## src/hw/ppar_pkg.sv

```systemverilog
// ppar_pkg: constants and carrier types for the parallel port address block
// assumes an apb slave with 32-bit data and word-aligned registers
package ppar_pkg;
  localparam logic [11:0] OFS_ADDR        = 12'h000;
  localparam logic [11:0] OFS_MODE        = 12'h004;
  localparam logic [11:0] OFS_CTRL        = 12'h008;
  localparam logic [11:0] OFS_STAT        = 12'h00c;
  localparam int          ADDR_W          = 11;
  localparam int          CHIP_SEL_POS    = 14;
  localparam logic [15:0] ADDR_RST        = 16'h0000;
  localparam logic [15:0] ADDR_MASK       = 16'h47ff;
  // mode register fields
  localparam int          HOLD_WAIT_LSB   = 0;
  localparam int          STRB_CNT_LSB    = 2;
  localparam int          SETUP_WAIT_LSB  = 6;
  localparam logic [15:0] MODE_MASK       = 16'h00ff;
  localparam logic [15:0] MODE_RST        = 16'h0000;
  localparam logic [3:0]  STRB_CNT_NONE   = 4'h0;
  // control register: bit0 starts a transfer
  localparam int          CTRL_GO_POS     = 0;
  localparam logic [31:0] CTRL_GO_MASK    = 32'h0000_0001;

  typedef struct packed {
    logic [ADDR_W-1:0] addr;
    logic              first_chip_select_bit;
  } ppar_pins_s;

  typedef struct packed {
    logic [1:0] setup;
    logic [3:0] strobe;
    logic [1:0] hold;
  } ppar_wait_s;
endpackage

```

## src/hw/ppar_addr.sv

```systemverilog
// ppar_addr: address and chip-select holding register of a parallel port,
// with a simple wait-state sequencer that frames each transfer
// assumes an apb master on clk; pin drivers sit outside this module
//
// Functional notes
// - a strobe wait count of zero makes the setup and hold waits ignored.
// - bit 14 of the address register is a chip select, one active, reset 0.
// - bits 10 to 0 hold the destination address, reset to zero.
// - on the small package only the two lowest address lines reach pins.
`timescale 1ns/10ps
module ppar_addr #(
  parameter bit SMALL_PKG = 1'b0
) (
  input  wire logic                  clk,
  input  wire logic                  srst,
  input  wire logic                  psel,
  input  wire logic                  penable,
  input  wire logic                  pwrite,
  input  wire logic [11:0]           paddr,
  input  wire logic [31:0]           pwdata,
  output logic      [31:0]           prdata,
  output logic                       pready,
  output logic                       pslverr,
  output ppar_pkg::ppar_pins_s       pins,
  output logic      [10:0]           pins_oe,
  output logic                       strobe,
  output logic                       busy
);
  import ppar_pkg::*;

  typedef enum logic [1:0] {
    ST_IDLE  = 2'b00,
    ST_SETUP = 2'b01,
    ST_STRB  = 2'b10,
    ST_HOLD  = 2'b11
  } ppar_state_e;

  logic [15:0] addr_reg_ff;
  logic [15:0] mode_reg_ff;
  ppar_state_e state_ff;
  logic [3:0]  cnt_ff;
  ppar_pins_s  pins_ff;
  logic        strobe_ff;
  logic        nxt_strobe;
  logic        wr_en;
  logic        go;
  ppar_wait_s  wt;
  ppar_wait_s  wt_ff;

  function automatic logic hit(input logic [11:0] a, input logic [11:0] o);
    hit = (a == o);
  endfunction

  // only the four word offsets are decoded; anything else is refused
  function automatic logic is_mapped(input logic [11:0] a);
    if (hit(a, OFS_ADDR)) begin
      is_mapped = 1'b1;
    end else if (hit(a, OFS_MODE)) begin
      is_mapped = 1'b1;
    end else if (hit(a, OFS_CTRL)) begin
      is_mapped = 1'b1;
    end else if (hit(a, OFS_STAT)) begin
      is_mapped = 1'b1;
    end else begin
      is_mapped = 1'b0;
    end
  endfunction

  assign wr_en   = psel && penable && pwrite;
  assign pready  = 1'b1;
  assign wt      = ppar_wait_s'(mode_reg_ff[7:0]);
  assign go      = wr_en && hit(paddr, OFS_CTRL) && pwdata[CTRL_GO_POS]
                   && (state_ff == ST_IDLE);

  // unmapped addresses answer with an error, no side effect
  always_comb begin
    pslverr = 1'b0;
    if (psel && penable) begin
      if (is_mapped(paddr)) begin
        pslverr = 1'b0;
      end else begin
        pslverr = 1'b1;
      end
    end
  end

  always_ff @(posedge clk) begin
    if (srst) begin
      addr_reg_ff <= ADDR_RST;
    end else if (wr_en && hit(paddr, OFS_ADDR)) begin
      addr_reg_ff <= pwdata[15:0] & ADDR_MASK;
    end
  end

  always_ff @(posedge clk) begin
    if (srst) begin
      mode_reg_ff <= MODE_RST;
    end else if (wr_en && hit(paddr, OFS_MODE)) begin
      mode_reg_ff <= pwdata[15:0] & MODE_MASK;
    end
  end

  // wait settings are taken at the start of a transfer, so a mode write
  // during a frame cannot stretch or cut it
  always_ff @(posedge clk) begin
    if (srst) begin
      wt_ff <= '0;
    end else if (go) begin
      wt_ff <= wt;
    end
  end

  // registered read data, taken in the setup cycle
  always_ff @(posedge clk) begin
    if (srst) begin
      prdata <= 32'h0000_0000;
    end else if (psel && !penable) begin
      if (hit(paddr, OFS_ADDR)) begin
        prdata <= {16'h0000, addr_reg_ff};
      end else if (hit(paddr, OFS_MODE)) begin
        prdata <= {16'h0000, mode_reg_ff};
      end else if (hit(paddr, OFS_STAT)) begin
        prdata <= {28'h0000000, cnt_ff[1:0], state_ff};
      end else begin
        prdata <= 32'h0000_0000;
      end
    end
  end

  // sequencer: setup, strobe, hold phases; one-cycle waits are counted
  always_ff @(posedge clk) begin
    if (srst) begin
      state_ff <= ST_IDLE;
      cnt_ff   <= 4'h0;
    end else begin
      case (state_ff)
        ST_IDLE: begin
          if (go) begin
            if (wt.strobe == STRB_CNT_NONE) begin
              state_ff <= ST_STRB;
              cnt_ff   <= 4'h0;
            end else begin
              state_ff <= ST_SETUP;
              cnt_ff   <= {2'b00, wt.setup};
            end
          end
        end
        ST_SETUP: begin
          if (cnt_ff == 4'h0) begin
            state_ff <= ST_STRB;
            cnt_ff   <= wt_ff.strobe;
          end else begin
            cnt_ff <= cnt_ff - 4'h1;
          end
        end
        ST_STRB: begin
          if (cnt_ff == 4'h0) begin
            if (wt_ff.strobe == STRB_CNT_NONE) begin
              state_ff <= ST_IDLE;
            end else begin
              state_ff <= ST_HOLD;
              cnt_ff   <= {2'b00, wt_ff.hold};
            end
          end else begin
            cnt_ff <= cnt_ff - 4'h1;
          end
        end
        ST_HOLD: begin
          if (cnt_ff == 4'h0) begin
            state_ff <= ST_IDLE;
          end else begin
            cnt_ff <= cnt_ff - 4'h1;
          end
        end
        default: state_ff <= ST_IDLE;
      endcase
    end
  end

  // strobe is high exactly while the sequencer sits in its strobe phase;
  // it is taken from the next state so it lines up with state_ff
  always_comb begin
    nxt_strobe = 1'b0;
    case (state_ff)
      ST_IDLE: begin
        nxt_strobe = go && (wt.strobe == STRB_CNT_NONE);
      end
      ST_SETUP: begin
        nxt_strobe = (cnt_ff == 4'h0);
      end
      ST_STRB: begin
        nxt_strobe = (cnt_ff != 4'h0);
      end
      ST_HOLD: begin
        nxt_strobe = 1'b0;
      end
      default: begin
        nxt_strobe = 1'b0;
      end
    endcase
  end

  // pins follow the register; address lines are only valid while busy
  always_ff @(posedge clk) begin
    if (srst) begin
      pins_ff   <= '0;
      strobe_ff <= 1'b0;
    end else begin
      pins_ff.addr <= addr_reg_ff[ADDR_W-1:0];
      pins_ff.first_chip_select_bit <= addr_reg_ff[CHIP_SEL_POS];
      strobe_ff    <= nxt_strobe;
    end
  end

  assign pins   = pins_ff;
  assign strobe = strobe_ff;
  assign busy   = (state_ff != ST_IDLE);

  // small package has no upper lines; they are never enabled
  always_comb begin
    pins_oe = 11'h000;
    if (busy) begin
      pins_oe = SMALL_PKG ? 11'h003 : 11'h7ff;
    end
  end
endmodule // ppar_addr

```

## config.mk

```make
export PLATFORM = sky130hd
export DESIGN_NAME = ppar_addr
export DESIGN_NICKNAME = d
export VERILOG_FILES = /design/src/hw/ppar_pkg.sv /design/src/hw/ppar_addr.sv
export SDC_FILE = /design/constraint.sdc
export NUM_CORES = 1
export LEC_CHECK = 0
export BUFFER_PORTS_ARGS = -buffer_cell sky130_fd_sc_hd__buf_2
export CELL_PAD_IN_SITES_DETAIL_PLACEMENT = 1
export CELL_PAD_IN_SITES_GLOBAL_PLACEMENT = 1
export CORE_MARGIN = 5
export CORE_UTILIZATION = 32
export DETAILED_ROUTE_END_ITERATION = 10
export GPL_ROUTABILITY_DRIVEN = 0
export PLACE_DENSITY_LB_ADDON = 0.1
export SLEW_MARGIN = 25
export SYNTH_ARGS = -nofsm -noshare
export SYNTH_HDL_FRONTEND = slang
export SYNTH_SLANG_ARGS = --single-unit
```

## constraint.sdc

```tcl
create_clock -name clk -period 1.74 [get_ports clk]
set_clock_uncertainty 0.2 [all_clocks]
set_input_delay 0.261 -clock clk [delete_from_list [all_inputs] [get_ports clk]]
set_output_delay 0.261 -clock clk [all_outputs]
set_load 0.05 [all_outputs]
```

==> results of run 1 <==
==> worst max-delay path, stage by stage (launching register included) <==
cell and delay (ps):
dfxtp_2 330, inv_2 70, ha_4 140, or3b_4 400, o21ai_2 140, a21oi_2 70
a221oi_2 200, a211oi_2 120
==> cell type report <==
type | instances | area [µm²] | share of cell area [%]
Clock buffer | 12 | 155 | 4.05
Clock inverter | 4 | 51.3 | 1.34
Inverter | 4 | 18.8 | 0.490
Multi-Input combinational cell | 205 | 1390 | 36.4
Sequential cell | 57 | 1150 | 29.9
Tap cell | 105 | 131 | 3.43
Timing Repair Buffer | 123 | 933 | 24.4
==> registers in the layout (all words and copies together), names as in the netlist <==
signal,count
wt_ff,6
strobe,1
mode_reg_ff,8
pins,12
cnt_ff,4
addr_reg_ff,12
state_ff,2
prdata,12
==> cell usage after synthesis (2+ instances only) <==
cell / number / share of area, %
mux2_2: 8 / 3.3
inv_1: 4 / 0.55
mux2i_1: 26 / 9.6
nor2_1: 40 / 5.5
nor3_4: 2 / 1.2
nand3b_1: 2 / 0.55
nor3_1: 7 / 1.3
and3_1: 3 / 0.69
nor2b_1: 13 / 3.0
a22oi_1: 5 / 1.4
o31ai_1: 3 / 0.83
o21ai_0: 4 / 0.74
nor4_4: 2 / 1.6
a21oi_1: 18 / 3.3
conb_1: 2 / 0.28
a31oi_1: 2 / 0.46
nor4_1: 2 / 0.46
dfxtp_1: 57 / 42
nand3_1: 11 / 2.0
buf_4: 33 / 9.2
ha_1: 2 / 0.92
clkbuf_1: 13 / 1.8
nand2_1: 16 / 2.2
==> per-layer routing <==
layer / wire (µm) / global-route usage [%]
met1: 3300 / 18.9
met2: 3410 / 24.1
met3: 452 / 2.59
met4: 72 / 5.45
met5: 0 / 0
==> where the power goes <==
part | switching, mW | internal [mW]
combinational | 0.177 | 0.0716
clock | 0.540 | 0.740
sequential | 0.0000134 | 1.30
total | 0.718 | 2.12
==> kinds of logic after synthesis <==
kind of cell             count (synthesis)
flip-flops                              57
buffers and inverters                   52
XOR/XNOR                                 1
AND/OR/NAND/NOR                        106
AO/OA/AOI/OAI                           41
multiplexers                            34
other                                    2
adder cells (fa/ha/maj)                  2
==> per-stage QoR <==
stage / TNS [ps] / hold WS (ps) / power [mW] / setup WS [ps] / std cells
6_report: -55.0 / 21.1 / 2.83 / -55.0 / 510
5_1_grt: -1290 / 25.6 / 2.95 / -137 / 510
4_1_cts: -444 / 4.20 / 2.86 / -53.6 / 510
3_5_place_dp: -7400 / 250 / 1.56 / -307 / 478
3_3_place_gp: -6750 / 238 / 1.56 / -303 / 478
2_1_floorplan: -2030 / 208 / 1.52 / -230 / 314
==> repair_timing <==
action	in CTS	in global routing
resized for setup	22	41
endpoints found under the setup margin	17	32
hold buffers	11	0
pin swaps	9	13
setup buffers	5	0
hold endpoints to repair	15	0
==> how the worst max path moves through the flow <==
stage,startpoint,endpoint,slack [ps],cells past startpoint
2_1_floorplan,state_ff[1],wt_ff[0],-230,5
3_3_place_gp,paddr[5],cnt_ff[1],-300,6
3_5_place_dp,paddr[5],cnt_ff[1],-310,6
4_1_cts,cnt_ff[1],cnt_ff[1],-50,7
5_1_grt,cnt_ff[1],cnt_ff[1],-140,7
6_report,cnt_ff[1],cnt_ff[1],-60,7
==> results.sh, run 1 <==
export IMPL_run_status="finished with violations"
export IMPL_violations="setup timing"
export IMPL_most_frequent_standard_cell_in_the_layout_excluding_fill_and_tap_cells="dfxtp_1"
export IMPL_drt_drc_violations_left=0
export IMPL_max_clock_freq_ghz=0.557
export IMPL_grt_first_pass_wirelength_mm=11.9
export IMPL_drt_pass1_iterations=4
export IMPL_synth_sequential_area_ratio_pct=42.2
export IMPL_post_route_util_pct=46.6
export IMPL_hold_path_end="addr_reg_ff[0]"
export IMPL_vias_in_the_first_global_route=2505
export IMPL_reg2regPathDepth=7
export IMPL_dpl_cell_area_um2=3280
export IMPL_r2r_setup_slack_ps=-60
export IMPL_critical_path_class="reg -> reg"
export IMPL_dpl_hpwl_mm=5.33
export IMPL_layout_drive_gt1_share_pct=40.7
export IMPL_clkSlewWorstSetupHoldPaths_ps=70
export IMPL_p_per_area_nw_per_um2=740
export IMPL_post_synth_fa_ha_maj_area_fraction_pct=0.925
export IMPL_share_of_the_clock_period_used_by_the_worst_path_after_layout_pct=103
export IMPL_cts_root_buf="clkbuf_8"
export IMPL_type_of_the_worst_min_delay_path="in -> reg"
export IMPL_reg2reg_to="cnt_ff[1]"
export IMPL_area_growth_syn_to_layout_pct=41.4
export IMPL_core_area_um2=8220
export IMPL_synth_flop_cell="dfxtp_1"
export IMPL_cp_arrival_ps=1800
export IMPL_netlist_area_um2=2710
export IMPL_holdCritStartpoint="pwdata[0]"
export IMPL_overflow=0
export IMPL_antenna_violations_before_repair=0
export IMPL_drt_wl_total_mm=7.23
export IMPL_report_final_slew_viol_count=0
export IMPL_num_rows=33
export IMPL_numPortBuffers=66
export IMPL_cap_viol_max_count=0
export IMPL_cts_root_to_sink_buffers=2
export IMPL_grt_usage_pct=14.5
export IMPL_worstReg2RegStart="cnt_ff[1]"
export IMPL_post_route_min_period_ps=1800
export IMPL_ir_drop_mv=0.356
export IMPL_dieWidth_um=102
export IMPL_yosysUniqueCellTypes=43
export IMPL_synth_compound_area_share_pct=9.89
export IMPL_yosys_register_bits=57
export IMPL_maximum_number_of_pins_on_one_net_before_global_route_repair=31
export IMPL_number_of_clock_sinks=57
export IMPL_worstPathMaxFanout=4
export IMPL_finalHoldViolCount=0
export IMPL_num_nets_final=451
export IMPL_number_of_clock_buffers_inserted_by_tritoncts=9
export IMPL_die_h_um=102
export IMPL_drt_first_iter_violations=48
export IMPL_async_reset_ff_share_pct=0
export IMPL_fillCellCount=965
export IMPL_average_footprint_of_a_synthesized_cell_um2=9.17
export IMPL_top_level_pins=108
export IMPL_viasPerCell=4.64
export IMPL_clock_tree_htree_level_count=3
export IMPL_synth_top_family_by_area="simple AND/OR/NAND/NOR gates"
export IMPL_cp_required_ps=1740
export IMPL_layout_cell_area_non_filler_um2=3830
export IMPL_start_util_pct=32.9
export IMPL_fin_ws_ps=-55.0
export IMPL_rsz0062_at_grt="true"
export IMPL_routed_wire_length_per_instance_um=14.2
export IMPL_p_leak_nw=1.61
export IMPL_synth_xor_area_share_pct=0.324
export IMPL_muxShareOfSynthArea_pct=12.9
export IMPL_antennaDiodeCount=0
export IMPL_die_area_um2=10400
export IMPL_worstSkewPairLatency_ps=330
export IMPL_worst_hold_path_num_cells=3
export IMPL_finalSetupViolCount=1
export IMPL_drtAntennaViolNets=0
export IMPL_syn_inst=295
export IMPL_synthSimpleGateAreaFrac_pct=21.4
export IMPL_yosys_warnings=0
export IMPL_most_common_layout_cells="dfxtp_1 (53), buf_2 (51), buf_4 (41)"
export IMPL_crit_path_start_kind="flip-flop"
export IMPL_clock_tree_from_tritoncts="yes"
export IMPL_synth_edf_count=0
export IMPL_endpoint_kind="flip-flop"
export IMPL_vias=2367
Note: power is estimated with default switching activity, not from simulation.
==> run 2, diff against run 1 <==
--- a/config.mk
+++ b/config.mk
@@ -14,4 +14,5 @@
 export GPL_ROUTABILITY_DRIVEN = 0
 export PLACE_DENSITY_LB_ADDON = 0.1
+export SETUP_SLACK_MARGIN = 0.4
 export SLEW_MARGIN = 25
 export SYNTH_ARGS = -nofsm -noshare
--- a/constraint.sdc
+++ b/constraint.sdc
@@ -3,3 +3,3 @@
 set_input_delay 0.261 -clock clk [delete_from_list [all_inputs] [get_ports clk]]
 set_output_delay 0.261 -clock clk [all_outputs]
-set_load 0.05 [all_outputs]
+set_load 0.005 [all_outputs]
==> run 2 against run 1 <==
  * The run still ends with setup timing left
  * Largest power group is now clock
  * Power is 7.6% higher
  * Via count grew 5.1%
  * Sequential share of layout area is 3.1 points lower
  * Clock-buffer cell count unchanged
==> results.sh, run 2 (synthesis gave the netlist of run 1 again) <==
export IMPL_cap_viol_max_count=0
export IMPL_num_nets_final=472
export IMPL_power_share_switching_pct=20.7
export IMPL_most_frequent_standard_cell_in_the_layout_excluding_fill_and_tap_cells="dfxtp_1"
export IMPL_drt_pass1_iterations=4
export IMPL_p_per_area_nw_per_um2=709
export IMPL_reg2regPathDepth=7
export IMPL_fin_worst_hold_slack_ps=22.5
export IMPL_num_rows=33
export IMPL_worst_hold_path_num_cells=3
export IMPL_sequential_cell_area_um2=1150
export IMPL_fillCellCount=936
export IMPL_type_of_the_worst_min_delay_path="in -> reg"
export IMPL_post_route_min_period_ps=1810
export IMPL_die_area_um2=10400
export IMPL_dieWidth_um=102
export IMPL_cts_root_to_sink_buffers=2
export IMPL_area_growth_syn_to_layout_pct=58.8
export IMPL_overflow=0
export IMPL_number_of_clock_sinks=57
export IMPL_vias=2487
export IMPL_ir_drop_mv=0.439
export IMPL_clock_tree_htree_level_count=3
export IMPL_drt_wl_total_mm=7.97
export IMPL_endpoint_kind="flip-flop"
export IMPL_dpl_hpwl_mm=5.39
export IMPL_reg_power_share_pct=42.7
export IMPL_report_final_slew_viol_count=0
export IMPL_drtAntennaViolNets=0
export IMPL_worstPathMaxFanout=4
export IMPL_numPortBuffers=66
export IMPL_cp_required_ps=1750
export IMPL_finalHoldViolCount=0
export IMPL_holdCritStartpoint="pwdata[0]"
export IMPL_critical_path_class="reg -> reg"
export IMPL_placed_cells_incl_taps=478
export IMPL_p_switching_mw=0.632
export IMPL_number_of_clock_buffers_inserted_by_tritoncts=9
export IMPL_clock_power_share_pct=51.5
export IMPL_antenna_violations_before_repair=0
export IMPL_violations="setup timing"
export IMPL_die_h_um=102
export IMPL_finalSetupViolCount=3
export IMPL_worstReg2RegStart="cnt_ff[0]"
export IMPL_clock_tree_from_tritoncts="yes"
export IMPL_run_status="finished with violations"
export IMPL_drt_drc_violations_left=0
export IMPL_core_area_um2=8220
export IMPL_stdcell_count=531
export IMPL_fin_ws_ps=-65.0
export IMPL_grt_usage_pct=15.4
export IMPL_drt_first_iter_violations=50
export IMPL_power_share_of_the_combinational_group_pct=5.8
export IMPL_max_clock_freq_ghz=0.554
export IMPL_worstSkewPairLatency_ps=340
export IMPL_layout_drive_gt1_share_pct=50.0
export IMPL_cts_root_buf="clkbuf_8"
export IMPL_finalSetupTns_ps=-120
export IMPL_r2r_setup_slack_ps=-70
export IMPL_grt_first_pass_wirelength_mm=12.5
export IMPL_start_util_pct=32.9
export IMPL_vias_in_the_first_global_route=2548
export IMPL_internal_dissipation_mw=2.42
export IMPL_hold_path_end="mode_reg_ff[0]"
export IMPL_cp_arrival_ps=1820
export IMPL_clkSlewWorstSetupHoldPaths_ps=70
export IMPL_p_leak_nw=1.78
export IMPL_reg2reg_to="cnt_ff[1]"
export IMPL_rsz0062_at_grt="true"
export IMPL_routed_wire_length_per_instance_um=15.0
export IMPL_area_used_by_multi_input_combinational_logic_um2=1540
export IMPL_share_of_the_clock_period_used_by_the_worst_path_after_layout_pct=104
export IMPL_antennaDiodeCount=0
export IMPL_most_common_layout_cells="dfxtp_1 (51), buf_2 (50), buf_4 (40)"
export IMPL_maximum_number_of_pins_on_one_net_before_global_route_repair=33
export IMPL_viasPerCell=4.68
export IMPL_top_level_pins=108
export IMPL_crit_path_start_kind="flip-flop"
## run 2: cell count changes in the layout (fill, tap and decap cells not counted), sizes merged
cell         delta
buf            +16
bufinv          +2
clkbuf          +2
clkinv          -1
clkinvlp        -2
dlygate4sd3     +3
inv             +1
## run 2: repair_timing
item                       in CTS  in global routing
pin swaps                      26                 35
setup endpoints to repair      58                 58
hold endpoints to repair       16                  0
hold buffers                   14                  0
resized for setup              58                 34
cloned                          1                  2
setup buffers                  10                 10
## run 2: how the worst max path moves through the flow
stage / from / end / slack, ps
5_1_grt: cnt_ff[0] / state_ff[0] / -150
2_1_floorplan: paddr[5] / wt_ff[0] / -50
3_3_place_gp: paddr[5] / cnt_ff[1] / -250
6_report: cnt_ff[0] / cnt_ff[1] / -70
4_1_cts: cnt_ff[0] / cnt_ff[1] / -80
3_5_place_dp: paddr[5] / cnt_ff[1] / -260
## run 2: critical path, cell delays in order (launching register included)
cell	delay [ps]
dfxtp_2	330
inv_2	70
ha_4	140
or3b_4	410
o21ai_2	160
a21oi_2	80
a221oi_2	190
a211oi_2	110
## run 2: final cells by class
type	count	share of cell area [%]
clock buffers	12	3.61
inverters	4	0.408
clock inverters	4	2.30
well taps	105	3.06
repair buffers	144	28.0
flip-flops and latches	57	26.8
multi-input cells	205	35.8
## run 2: metrics by stage
step | power (mW) | worst slack (ps) | instance area, µm² | utilization, %
after global routing | 3.16 | -147 | 4300 | 52.3
after floorplan | 1.43 | -51.8 | 2820 | -
after detailed placement | 1.47 | -263 | 3310 | 40.3
final | 3.05 | -65.0 | 4300 | 52.3
after global placement | 1.47 | -247 | 3310 | 40.3
after CTS | 3.09 | -83.1 | 4030 | 49.0
## run 2: metal layers
layer | GRT usage [%] | part of all wire [%] | up-vias
met1 | 19.1 | 44 | 1197
li1 | - | - | 1212
met4 | 5.65 | 1.2 | 0
met3 | 3.48 | 5.1 | 9
met2 | 26.1 | 49 | 69
met5 | 0 | 0 | -
## run 2: power groups by stage
| stage | Combinational [mW] | Sequential [mW] | Clock (mW) |
|---|---|---|---|
| after global routing | 0.194 | 1.30 | 1.67 |
| after global placement | 0.133 | 1.33 | 0 |
| final | 0.178 | 1.30 | 1.57 |
| after CTS | 0.171 | 1.30 | 1.61 |
| after detailed placement | 0.134 | 1.33 | 0 |
| after floorplan | 0.0942 | 1.33 | 0 |
==> run 3, diff against run 2 <==
HOLD_SLACK_MARGIN = 0.03   (was unset)
==> run 3 against run 2 <==
  * The flow still finishes with violations (setup timing)
  * Clock power barely moved
  * Power barely moved
  * Setup slack improved by 2.5 ps
  * Via count fell by 0.20%
  * Die area did not move
  * Routed wire length fell by 1.5%
  * Cell area fell by 0.23%
  * Utilization fell by 0.12 points
  * Sequential power barely moved
  * Maximum frequency rose by 0.14%
  * Final cell count fell by 0.19%
  * Highest routed layer unchanged
==> results.sh, run 3 (synthesis gave the netlist of run 1 again) <==
export IMPL_run_status="finished with violations"
export IMPL_violations="setup timing"
export IMPL_ir_drop_mv=0.438
export IMPL_sequential_cell_area_um2=1150
export IMPL_top_level_pins=108
export IMPL_max_clock_freq_ghz=0.555
export IMPL_grt_first_pass_wirelength_mm=12.4
export IMPL_type_of_the_worst_min_delay_path="in -> reg"
export IMPL_fillCellCount=933
export IMPL_vias=2482
export IMPL_start_util_pct=32.9
export IMPL_layout_cell_area_non_filler_um2=4290
export IMPL_fin_ws_ps=-62.6
export IMPL_post_route_util_pct=52.2
export IMPL_clock_tree_from_tritoncts="yes"
export IMPL_dpl_hpwl_mm=5.39
export IMPL_overflow=0
export IMPL_rsz0062_at_grt="true"
export IMPL_numPortBuffers=66
export IMPL_cp_arrival_ps=1820
export IMPL_die_h_um=102
export IMPL_drt_drc_violations_left=0
export IMPL_report_final_slew_viol_count=0
export IMPL_cts_root_to_sink_buffers=2
export IMPL_share_of_the_clock_period_used_by_the_worst_path_after_layout_pct=104
export IMPL_maximum_number_of_pins_on_one_net_before_global_route_repair=33
export IMPL_number_of_clock_sinks=57
export IMPL_gr_layer_usage_met3_pct=3.48
export IMPL_most_frequent_standard_cell_in_the_layout_excluding_fill_and_tap_cells="dfxtp_1"
export IMPL_drt_wl_total_mm=7.85
export IMPL_number_of_clock_buffers_inserted_by_tritoncts=9
export IMPL_core_area_um2=8220
export IMPL_endpoint_kind="flip-flop"
export IMPL_drt_pass1_iterations=4
export IMPL_groute_layer_met1_usage_pct=19.0
export IMPL_vias_in_the_first_global_route=2538
export IMPL_fin_worst_hold_slack_ps=113
export IMPL_critical_path_class="reg -> reg"
export IMPL_cts_root_buf="clkbuf_8"
export IMPL_p_leak_nw=1.77
export IMPL_cap_viol_max_count=0
export IMPL_num_rows=33
export IMPL_die_area_um2=10400
export IMPL_post_route_min_period_ps=1800
export IMPL_clock_tree_htree_level_count=3
export IMPL_area_growth_syn_to_layout_pct=58.4
export IMPL_drtAntennaViolNets=0
export IMPL_grt_util_met2_pct=25.6
export IMPL_finalSetupViolCount=3
export IMPL_worstPathMaxFanout=4
export IMPL_grt_usage_pct=15.2
export IMPL_area_used_by_multi_input_combinational_logic_um2=1540
export IMPL_placed_cells_incl_taps=478
export IMPL_stdcell_count=530
export IMPL_antenna_violations_before_repair=0
export IMPL_crit_path_start_kind="flip-flop"
export IMPL_cp_required_ps=1760
export IMPL_finalHoldViolCount=0
export IMPL_drt_first_iter_violations=54
export IMPL_clkSlewWorstSetupHoldPaths_ps=70
export IMPL_antennaDiodeCount=0
export IMPL_top_usage_layer="met2"
export IMPL_most_common_layout_cells="dfxtp_1 (51), buf_2 (50), buf_4 (40)"
export IMPL_routed_wire_length_per_instance_um=14.8
export IMPL_dieWidth_um=102
export IMPL_worstSkewPairLatency_ps=340
export IMPL_num_nets_final=471
export IMPL_dpl_cell_area_um2=3310
export IMPL_viasPerCell=4.68
export IMPL_p_per_area_nw_per_um2=711
export IMPL_layout_drive_gt1_share_pct=50.1
[run 3: cell count changes in the layout (fill, tap and decap cells not counted), sizes merged]
cell / previous run / this run
dlygate4sd3: 14 / 13
[run 3: final timing paths]
path | start | to | slack (ps) | cells past startpoint
setup / recovery | cnt_ff[0] | cnt_ff[1] | -60 | 7
hold / removal | srst | state_ff[1] | 110 | 4
setup reg to reg | cnt_ff[0] | cnt_ff[1] | -60 | 7
hold reg to reg | prdata[4] | prdata[4] | 270 | 2
[run 3: layout make-up]
cell class,instances,share of cell area [%]
clock buffers,12,3.62
clock inverters,4,2.31
inverters,4,0.409
multi-input cells,205,35.9
flip-flops and latches,57,26.9
well taps,105,3.06
repair buffers,143,27.8
[run 3: critical path: stages (launching register included)]
cell and delay [ps]:
dfxtp_2 330, inv_2 70, ha_4 140, or3b_4 410, o21ai_2 160, a21oi_2 80
a221oi_2 190, a211oi_2 110
[run 3: what timing repair did]
item,4_1_cts,5_1_grt
pin swaps,26,35
hold buffers,13,0
setup buffers,10,10
cloned,1,2
gates resized for setup,58,34
setup endpoints to repair,58,58
endpoints found under the hold margin,24,0
[run 3: per-stage QoR]
step	setup TNS [ps]	setup slack (ps)	total power, mW
3_3_place_gp	-5990	-247	1.47
5_1_grt	-1540	-132	3.16
6_report	-124	-62.6	3.05
3_5_place_dp	-7120	-263	1.47
2_1_floorplan	-311	-51.8	1.43
4_1_cts	-83.1	-83.1	3.08
[run 3: report_power, final]
group	internal, mW	switching [mW]	leakage, nW
Combinational	0.0801	0.0952	1.18
Clock	1.03	0.539	0.127
Sequential	1.30	0.0000139	0.463
Total	2.41	0.634	1.77
[run 3: metal layers]
layer | vias to the layer above | wire length [µm]
li1 | 1212 | -
met2 | 73 | 3900
met5 | - | 0
met1 | 1188 | 3420
met3 | 9 | 433
met4 | 0 | 100
